$ cat src/verilog/ascc_defs.svh
// offsets, field positions, reset values and counts for the serial configuration port
// included by the package and the design modules
`ifndef ASCC_DEFS_SVH
`define ASCC_DEFS_SVH

`define ASCC_WORD_W 20
`define ASCC_CNT_W 5
`define ASCC_ADDR_W 9
`define ASCC_DATA_W 8
`define ASCC_OP_W 3

// command word layout
`define ASCC_OP_MSB 19
`define ASCC_OP_LSB 17
`define ASCC_ADDR_MSB 16
`define ASCC_ADDR_LSB 8
`define ASCC_DATA_MSB 7
`define ASCC_DATA_LSB 0

// register offsets
`define ASCC_ADDR_LOW_POWER 9'h010
`define ASCC_ADDR_UNLOCK 9'h011
`define ASCC_ADDR_IN_PROTO 9'h014
`define ASCC_ADDR_OUT_PROTO 9'h018
`define ASCC_ADDR_WORD_CFG 9'h01C
`define ASCC_UNLOCK_KEY 8'h69

// field positions and write masks
`define ASCC_POWER_DOWN_BIT 0
`define ASCC_LIGHT_SLEEP_BIT 1
`define ASCC_LOW_POWER_MASK 8'h03
`define ASCC_IN_PROTO_MASK 8'h03
`define ASCC_OUT_PROTO_MASK 8'hDF
`define ASCC_WORD_CFG_MASK 8'h3F
`define ASCC_OUT_MODE_MASK 8'h03

// reset values
`define ASCC_RST_REG 8'h00

`endif

$ cat src/verilog/ascc_pkg.sv
// types shared by the serial configuration port modules
// expects ascc_defs.svh on the include path
`include "ascc_defs.svh"

package ascc_pkg;

  typedef enum logic [2:0] {
    ASCC_OP_NOP = 3'h0,
    ASCC_OP_RD = 3'h4,
    ASCC_OP_WR = 3'h5
  } ascc_op_t;

  typedef enum logic {
    ASCC_FR_IDLE = 1'b0,
    ASCC_FR_SHIFT = 1'b1
  } ascc_frame_t;

  typedef struct packed {
    ascc_frame_t frame;
    logic [`ASCC_WORD_W-1:0] combined_shift_register;
    logic [`ASCC_WORD_W-1:0] sample;
    logic [`ASCC_CNT_W-1:0] cnt;
    logic rd_pend;
    logic [`ASCC_DATA_W-1:0] rd_data;
    logic unlock;
    logic [`ASCC_DATA_W-1:0] low_power;
    logic [`ASCC_DATA_W-1:0] in_proto;
    logic [`ASCC_DATA_W-1:0] out_proto;
    logic [`ASCC_DATA_W-1:0] word_cfg;
    logic sdo;
    logic sdo_oe;
    logic ready;
    logic sample_pulse;
  } ascc_state_t;

  typedef struct packed {
    logic sclk;
    logic cs_n;
    logic conv;
  } ascc_edge_state_t;

endpackage

$ cat src/verilog/ascc_edge_if.sv
// edge events from the pin sampler to the port logic, and the protocol it needs back
// single clock domain, no clocking block
`timescale 1ns/1ps
interface ascc_edge_if;
  logic cpol;
  logic cpha;
  logic launch;
  logic capture;
  logic frame_start;
  logic frame_end;
  logic conv_rise;

  modport src (input cpol, input cpha, output launch, output capture, output frame_start, output frame_end,
    output conv_rise);
  modport snk (output cpol, output cpha, input launch, input capture, input frame_start, input frame_end,
    input conv_rise);
endinterface

$ cat src/verilog/ascc_edge_detect.sv
// pin edge detector: serial clock launch and capture, chip select and conversion start edges
// pins are synchronous to clk_i
`timescale 1ns/1ps
`include "ascc_defs.svh"

module ascc_edge_detect (
  // clock and reset
  input wire logic clk_i,
  input wire logic rst_n_i,
  // host pins
  input wire logic cs_n_i,
  input wire logic sclk_i,
  input wire logic conv_start_i,
  // events
  ascc_edge_if.src ev
);

  ascc_pkg::ascc_edge_state_t s_q;
  ascc_pkg::ascc_edge_state_t s_d;
  logic lead;
  logic trail;

  always_comb begin
    s_d.sclk = sclk_i;
    s_d.cs_n = cs_n_i;
    s_d.conv = conv_start_i;
  end

  always_ff @(posedge clk_i or negedge rst_n_i) begin
    if (!rst_n_i) begin
      // conv history starts high: a pin tied to select shows no rise after reset
      s_q <= '{sclk: 1'b0, cs_n: 1'b1, conv: 1'b1};
    end else begin
      s_q <= s_d;
    end
  end

  // leading edge leaves the idle level set by polarity
  always_comb begin
    lead = !cs_n_i && (sclk_i != s_q.sclk) && (s_q.sclk == ev.cpol);
    trail = !cs_n_i && (sclk_i != s_q.sclk) && (s_q.sclk != ev.cpol);
  end

  assign ev.capture = ev.cpha ? trail : lead;
  assign ev.launch = ev.cpha ? lead : trail;
  assign ev.frame_start = s_q.cs_n && !cs_n_i;
  assign ev.frame_end = !s_q.cs_n && cs_n_i;
  assign ev.conv_rise = !s_q.conv && conv_start_i;

endmodule

$ cat src/verilog/ascc_port.sv
// serial host port and configuration registers of a converter, chainable
// how it works: samples pins on clk_i, the host serial clock is far slower than clk_i
//
// How it works
// - output and input words share one register
// - sample taken at conversion start rising edge
// - frame opens on chip select falling
// - launch edge drives shift register MSB out
// - capture edge shifts serial input into LSB
// - chip select rising executes held command after a full frame
// - registers at 010h, 014h, 018h, 01Ch
// - low-power write needs prior 69h key
// - low-power bit 1 enables light sleep
// - low-power bit 0 powers the device down
// - reserved bits read zero
// - input field selects clock polarity and phase
// - works with conversion start tied to select
// - read-out follows input protocol when mode zero
`timescale 1ns/1ps
`include "ascc_defs.svh"

module ascc_port #(
  parameter int RES_W = 18
) (
  // clock and reset
  input wire logic clk_i,
  input wire logic rst_n_i,
  // host serial pins
  input wire logic cs_n_i,
  input wire logic sclk_i,
  input wire logic sdi_i,
  input wire logic conv_start_i,
  output logic sdo_o,
  output logic sdo_oe_o,
  output logic ready_strobe_out_o,
  // converter core
  input wire logic [RES_W-1:0] conv_result_i,
  output logic sample_o,
  output logic light_sleep_enable_o,
  output logic power_down_bit_o,
  output logic [1:0] output_mode_field_o,
  output logic [7:0] output_word_config_o
);

  // refuse parameters the word layout cannot hold
  if (RES_W < 1 || RES_W > `ASCC_WORD_W - 2) begin : g_bad_res_w
    $error("RES_W out of range");
  end
  if ((1 << `ASCC_CNT_W) <= `ASCC_WORD_W) begin : g_bad_cnt_w
    $error("bit counter too narrow for one word");
  end

  ascc_edge_if ev ();

  ascc_pkg::ascc_state_t s_q;
  ascc_pkg::ascc_state_t s_d;
  logic [`ASCC_WORD_W-1:0] load_word;
  logic [`ASCC_OP_W-1:0] op;
  logic [`ASCC_ADDR_W-1:0] addr;
  logic [`ASCC_DATA_W-1:0] wdata;
  logic [`ASCC_DATA_W-1:0] rdata;
  logic full_frame;
  logic cmd_exec;
  logic cmd_wr;
  logic cmd_rd;
  logic wr_unlock;
  logic wr_low_power;
  logic wr_in_proto;
  logic wr_out_proto;
  logic wr_word_cfg;

  // state after reset: idle frame, all registers cleared, port ready
  localparam ascc_pkg::ascc_state_t RST_STATE = '{
    frame: ascc_pkg::ASCC_FR_IDLE,
    combined_shift_register: '0,
    sample: '0,
    cnt: '0,
    rd_pend: 1'b0,
    rd_data: `ASCC_RST_REG,
    unlock: 1'b0,
    low_power: `ASCC_RST_REG,
    in_proto: `ASCC_RST_REG,
    out_proto: `ASCC_RST_REG,
    word_cfg: `ASCC_RST_REG,
    sdo: 1'b0,
    sdo_oe: 1'b0,
    ready: 1'b1,
    sample_pulse: 1'b0
  };

  ascc_edge_detect u_edge (
    .clk_i(clk_i),
    .rst_n_i(rst_n_i),
    .cs_n_i(cs_n_i),
    .sclk_i(sclk_i),
    .conv_start_i(conv_start_i),
    .ev(ev)
  );

  // a new mode applies only once the frame that wrote it has closed
  assign ev.cpol = s_q.in_proto[1];
  assign ev.cpha = s_q.in_proto[0];

  always_comb begin
    op = s_q.combined_shift_register[`ASCC_OP_MSB:`ASCC_OP_LSB];
    addr = s_q.combined_shift_register[`ASCC_ADDR_MSB:`ASCC_ADDR_LSB];
    wdata = s_q.combined_shift_register[`ASCC_DATA_MSB:`ASCC_DATA_LSB];
    full_frame = s_q.cnt == 5'(`ASCC_WORD_W);
    // pending register read goes out in the upper byte, else the sample
    if (s_q.rd_pend) begin
      load_word = {s_q.rd_data, {(`ASCC_WORD_W - `ASCC_DATA_W){1'b0}}};
    end else begin
      load_word = s_q.sample;
    end
    unique case (addr)
      `ASCC_ADDR_LOW_POWER: rdata = s_q.low_power;
      `ASCC_ADDR_IN_PROTO: rdata = s_q.in_proto;
      `ASCC_ADDR_OUT_PROTO: rdata = s_q.out_proto;
      `ASCC_ADDR_WORD_CFG: rdata = s_q.word_cfg;
      default: rdata = `ASCC_RST_REG;
    endcase
  end

  // command decode, live only in the cycle a full frame closes
  always_comb begin
    cmd_exec = (s_q.frame == ascc_pkg::ASCC_FR_SHIFT) && ev.frame_end && full_frame;
    cmd_wr = cmd_exec && (op == ascc_pkg::ASCC_OP_WR);
    cmd_rd = cmd_exec && (op == ascc_pkg::ASCC_OP_RD);
    wr_unlock = cmd_wr && (addr == `ASCC_ADDR_UNLOCK);
    // the key opens exactly one following full frame
    wr_low_power = cmd_wr && (addr == `ASCC_ADDR_LOW_POWER) && s_q.unlock;
    wr_in_proto = cmd_wr && (addr == `ASCC_ADDR_IN_PROTO);
    wr_out_proto = cmd_wr && (addr == `ASCC_ADDR_OUT_PROTO);
    wr_word_cfg = cmd_wr && (addr == `ASCC_ADDR_WORD_CFG);
  end

  always_comb begin
    s_d = s_q;
    s_d.sample_pulse = 1'b0;
    if (ev.conv_rise) begin
      s_d.sample = {conv_result_i, {(`ASCC_WORD_W - RES_W){1'b0}}};
      s_d.sample_pulse = 1'b1;
    end
    unique case (s_q.frame)
      ascc_pkg::ASCC_FR_IDLE: begin
        s_d.sdo_oe = 1'b0;
        s_d.ready = 1'b1;
        if (ev.frame_start) begin
          s_d.frame = ascc_pkg::ASCC_FR_SHIFT;
          s_d.combined_shift_register = load_word;
          // first bit stands on the pin before the first clock edge
          s_d.sdo = load_word[`ASCC_WORD_W-1];
          s_d.sdo_oe = 1'b1;
          s_d.ready = 1'b0;
          s_d.cnt = '0;
          s_d.rd_pend = 1'b0;
        end
      end
      ascc_pkg::ASCC_FR_SHIFT: begin
        if (ev.capture) begin
          s_d.combined_shift_register = {s_q.combined_shift_register[`ASCC_WORD_W-2:0], sdi_i};
          if (!full_frame) begin
            s_d.cnt = s_q.cnt + 5'h01;
          end
        end
        if (ev.launch) begin
          s_d.sdo = s_q.combined_shift_register[`ASCC_WORD_W-1];
        end
        if (ev.frame_end) begin
          s_d.frame = ascc_pkg::ASCC_FR_IDLE;
          s_d.sdo_oe = 1'b0;
          s_d.ready = 1'b1;
          // short frames are dropped to protect the configuration
          if (cmd_exec) begin
            s_d.unlock = wr_unlock && (wdata == `ASCC_UNLOCK_KEY);
          end
          if (wr_low_power) begin
            s_d.low_power = wdata & `ASCC_LOW_POWER_MASK;
          end
          if (wr_in_proto) begin
            s_d.in_proto = wdata & `ASCC_IN_PROTO_MASK;
          end
          if (wr_out_proto) begin
            s_d.out_proto = wdata & `ASCC_OUT_PROTO_MASK;
          end
          if (wr_word_cfg) begin
            s_d.word_cfg = wdata & `ASCC_WORD_CFG_MASK;
          end
          if (cmd_rd) begin
            s_d.rd_pend = 1'b1;
            s_d.rd_data = rdata;
          end
        end
      end
    endcase
  end

  // asynchronous clear to the idle, ready state
  always_ff @(posedge clk_i or negedge rst_n_i) begin
    if (!rst_n_i) begin
      s_q <= RST_STATE;
    end else begin
      s_q <= s_d;
    end
  end

  // every output is a register bit, never a decode
  assign sdo_o = s_q.sdo;
  assign sdo_oe_o = s_q.sdo_oe;
  assign ready_strobe_out_o = s_q.ready;
  assign sample_o = s_q.sample_pulse;
  assign light_sleep_enable_o = s_q.low_power[`ASCC_LIGHT_SLEEP_BIT];
  assign power_down_bit_o = s_q.low_power[`ASCC_POWER_DOWN_BIT];
  assign output_mode_field_o = s_q.out_proto[1:0];
  assign output_word_config_o = s_q.word_cfg;

endmodule

$ cat config.mk
export PLATFORM = sky130hd
export DESIGN_NAME = ascc_port
export DESIGN_NICKNAME = d
export VERILOG_FILES = /design/src/verilog/ascc_pkg.sv /design/src/verilog/ascc_edge_if.sv /design/src/verilog/ascc_edge_detect.sv /design/src/verilog/ascc_port.sv
export VERILOG_INCLUDE_DIRS = /design/src /design/src/verilog
export SDC_FILE = /design/constraint.sdc
export NUM_CORES = 1
export LEC_CHECK = 0
export ABC_AREA = 0
export BUFFER_PORTS_ARGS = -buffer_cell sky130_fd_sc_hd__buf_2
export CAP_MARGIN = 20
export CORE_AREA = 2 2 131 69
export DETAILED_ROUTE_END_ITERATION = 16
export DIE_AREA = 0 0 133 71
export PLACE_DENSITY_LB_ADDON = 0.1
export SLEW_MARGIN = 25
export SYNTH_ARGS = -nofsm -noshare
export SYNTH_HDL_FRONTEND = slang
export SYNTH_SLANG_ARGS = --single-unit
$ cat constraint.sdc
create_clock -name clk_i -period 3.3 [get_ports clk_i]
set_clock_uncertainty 0.2 [all_clocks]
set_input_delay 0.165 -clock clk_i [delete_from_list [all_inputs] [get_ports clk_i]]
set_output_delay 0.165 -clock clk_i [all_outputs]
set_load 0.02 [all_outputs]
==> impl_metrics.toml <==
[floorplan]
die_w_um = 133
initial_core_util = 0.433
die_area_um2 = 9440
dieHeight_um = 71
coreArea_um2 = 8380
io_pins = 40
rows = 24

[final_layout]
fin_cells = 479
diodes = 0
synthToLayoutAreaGrowth_pct = 22.1
drive_gt1_frac = 0.326
utilization = 0.529
final_nets = 383

[critical_path]
crit_arrival_ns = 2.72
rr_endpoint = "s_q[15]"
r2r_slack_ns = 0.59
r2r_start = "addr[1]"
required_ns = 3.31
cp-end-kind = "flop"
start_kind = "flop"
crit_type = "reg2reg"
r2r_cells = 4
crit_path_max_fanout = 7

[pwr]
leakage_nw = 2.01
p_per_area_nw_per_um2 = 596
peakVddDrop_v = 0.000294

[grt]
grt_max_degree = 79
grt-ovfl-total = 0
grt_pass1_vias = 2490
grt_pass1_wl_mm = 13.7
antenna_found_initial = 0
grt_usage = 0.193

[synthesis]
synth_cell_types = 43
synth_fa_ha_area_frac = 0.00689
synth_xor_area_frac = 0.00241
async_flop_share = 1.00
synth_simple_gate_area_share = 0.124
synth_ff_type = "dfrtp_1"
ys_seq_elements = 78
synth_compound_area_frac = 0.0889
synth_top_area_share = 0.517
synth_top_family_by_area = "multiplexers"
postSynthCellCount = 309
synth_area_per_cell_um2 = 11.8
synthMuxAreaShare = 0.186
yosysWarnings = 0
synth_edf_count = 0
synth_area_um2 = 3630
yosysTopAreaCell = "dfrtp_1"
synth.area.top_cells = "dfrtp_1 52%, mux2_2 15%, o21ai_0 3.4%, nand3_1 2.3%, a22oi_1 2.3%"
synth_seq_area_share = 0.539

[timing]
relSlewSlack = 0.533
hold_viol = 0
rsz0062_at_grt = "false"
slew_viol_final = 0
fin_tns_setup_ns = 0
fmax_ghz = 0.369
tightest_slew_ns = 0.700
setup_viol = 0
setup_ws_ns = 0.588
period_share = 0.822
whs_ns = 0.233
final.min_clock_period_ns = 2.71

[hold_path]
min_path_type = "in2async"

[placed_design]
hpwlAfterDp_mm = 5.67
port_buffers = 37
gp_congestion = 0.846
dpl.cell_count = 440
pre_cts_ws_ns = 0.595

[drt]
dr.pass1.iters = 4
vias = 2531
drt_iter0_drc = 146
via_per_inst = 5.28
drt-total-wl_mm = 8.27
post-route-drc-count = 0
wire_per_inst_um = 17.3
drtAntennaViolNets = 0

[clock_tree]
cts_max_level = 3
post_cts_buffers = 0
clock_path_buffers = 2
ctsResizeCount = 0
numCtsBuffers = 9
clkTransAtPathRegs_ns = 0.06
ctsHoldBuffers = 23
cts.sink_count = 78
cts-root-buf = "clkbuf_16"
worstSkewPairLatency_ns = 0.33
cts_tree = "yes"

[outcome]
status = "finished, final reports clean"

[run]
max-cap-violations = 0
-- power by group --
| part | internal [mW] | switching (mW) |
|---|---|---|
| Combinational | 0.175 | 0.177 |
| Sequential | 1.07 | 0.120 |
| Clock | 0.723 | 0.373 |
| Total | 1.97 | 0.670 |
-- cell type report --
cell class / count / area [um2]
Clock buffer: 13 / 270
Inverter: 8 / 30.0
Fill cell: 735 / 3950
Clock inverter: 3 / 65.1
Tap cell: 117 / 146
Multi-Input combinational cell: 194 / 1500
Sequential cell: 78 / 1960
Timing Repair Buffer: 66 / 467
-- cell families after synthesis --
kind of cell / Yosys count
buffers and inverters: 38
multiplexers: 59
XOR/XNOR: 1
flip-flops: 78
adder cells (fa/ha/maj): 2
other: 1
AO/OA/AOI/OAI: 51
AND/OR/NAND/NOR: 79
-- per-stage QoR --
stage / total power [mW] / area, um2
after floorplan: 1.41 / 3630
after global placement: 1.53 / 3860
after detailed placement: 1.54 / 3860
after CTS: 2.67 / 4430
after global routing: 2.77 / 4430
final: 2.64 / 4430
-- cells in the final DEF (no fill, tap or decap), types with 7 or more instances in the layout --
cell,Yosys,final
clkbuf_16,0,9
mux2i_1,8,7
nor2_1,10,10
buf_2,0,36
mux2_2,49,49
dfrtp_1,75,75
o21ai_0,25,25
nand3_1,17,17
nand2_1,19,19
inv_1,8,8
dlygate4sd3_1,0,23
a22oi_1,11,11
-- synthesized netlist by cell type, drive strengths merged, types with 3 or more instances --
cell     number
buf          13
and2          3
a2bb2oi       6
nor2         10
nand2b        5
clkbuf       17
nor3          3
nand3        17
mux2         49
dfstp         3
mux2i         8
o21ai        25
nand2        19
nor4          3
a22oi        11
dfrtp        75
inv           8
-- worst max-delay path: stages (launching register included) --
cell	delay (ns)
dfrtp_1	0.39
or4b_4	0.58
or4_4	0.49
nor4b_4	0.53
mux2_2	0.40
-- layer usage --
metal / wire (um) / track usage / vias to the layer above / share of wire
met2: 3310 / 0.245 / 64 / 0.40
met5: 0 / 0 / - / 0
met1: 4370 / 0.303 / 1261 / 0.53
li1: - / - / 1199 / -
met3: 489 / 0.0552 / 7 / 0.059
met4: 102 / 0.0741 / 0 / 0.012
-- how the worst max path moves through the flow --
stage	start	endpoint	slack [ns]	cells past startpoint
4_1_cts	addr[1]	s_q[16]	0.58	4
5_1_grt	addr[1]	s_q[15]	0.48	4
6_report	addr[1]	s_q[15]	0.59	4
3_3_place_gp	addr[1]	s_q[14]	0.63	4
3_5_place_dp	addr[1]	s_q[16]	0.60	4
2_1_floorplan	addr[1]	output_mode_field_o[0]	0.70	5
-- state kept, by name, summed over array words and instances (netlist names) --
| signal | count |
|---|---|
| addr | 9 |
| ev.cpha | 1 |
| ev.cpol | 1 |
| light_sleep_enable_o | 1 |
| op | 3 |
| output_mode_field_o | 2 |
| output_word_config_o | 6 |
| power_down_bit_o | 1 |
| ready_strobe_out_o | 1 |
| s_q | 47 |
| sample_o | 1 |
| sdo_o | 1 |
| sdo_oe_o | 1 |
| u_edge.s_q | 3 |
Power figures use the tool's default switching activity.
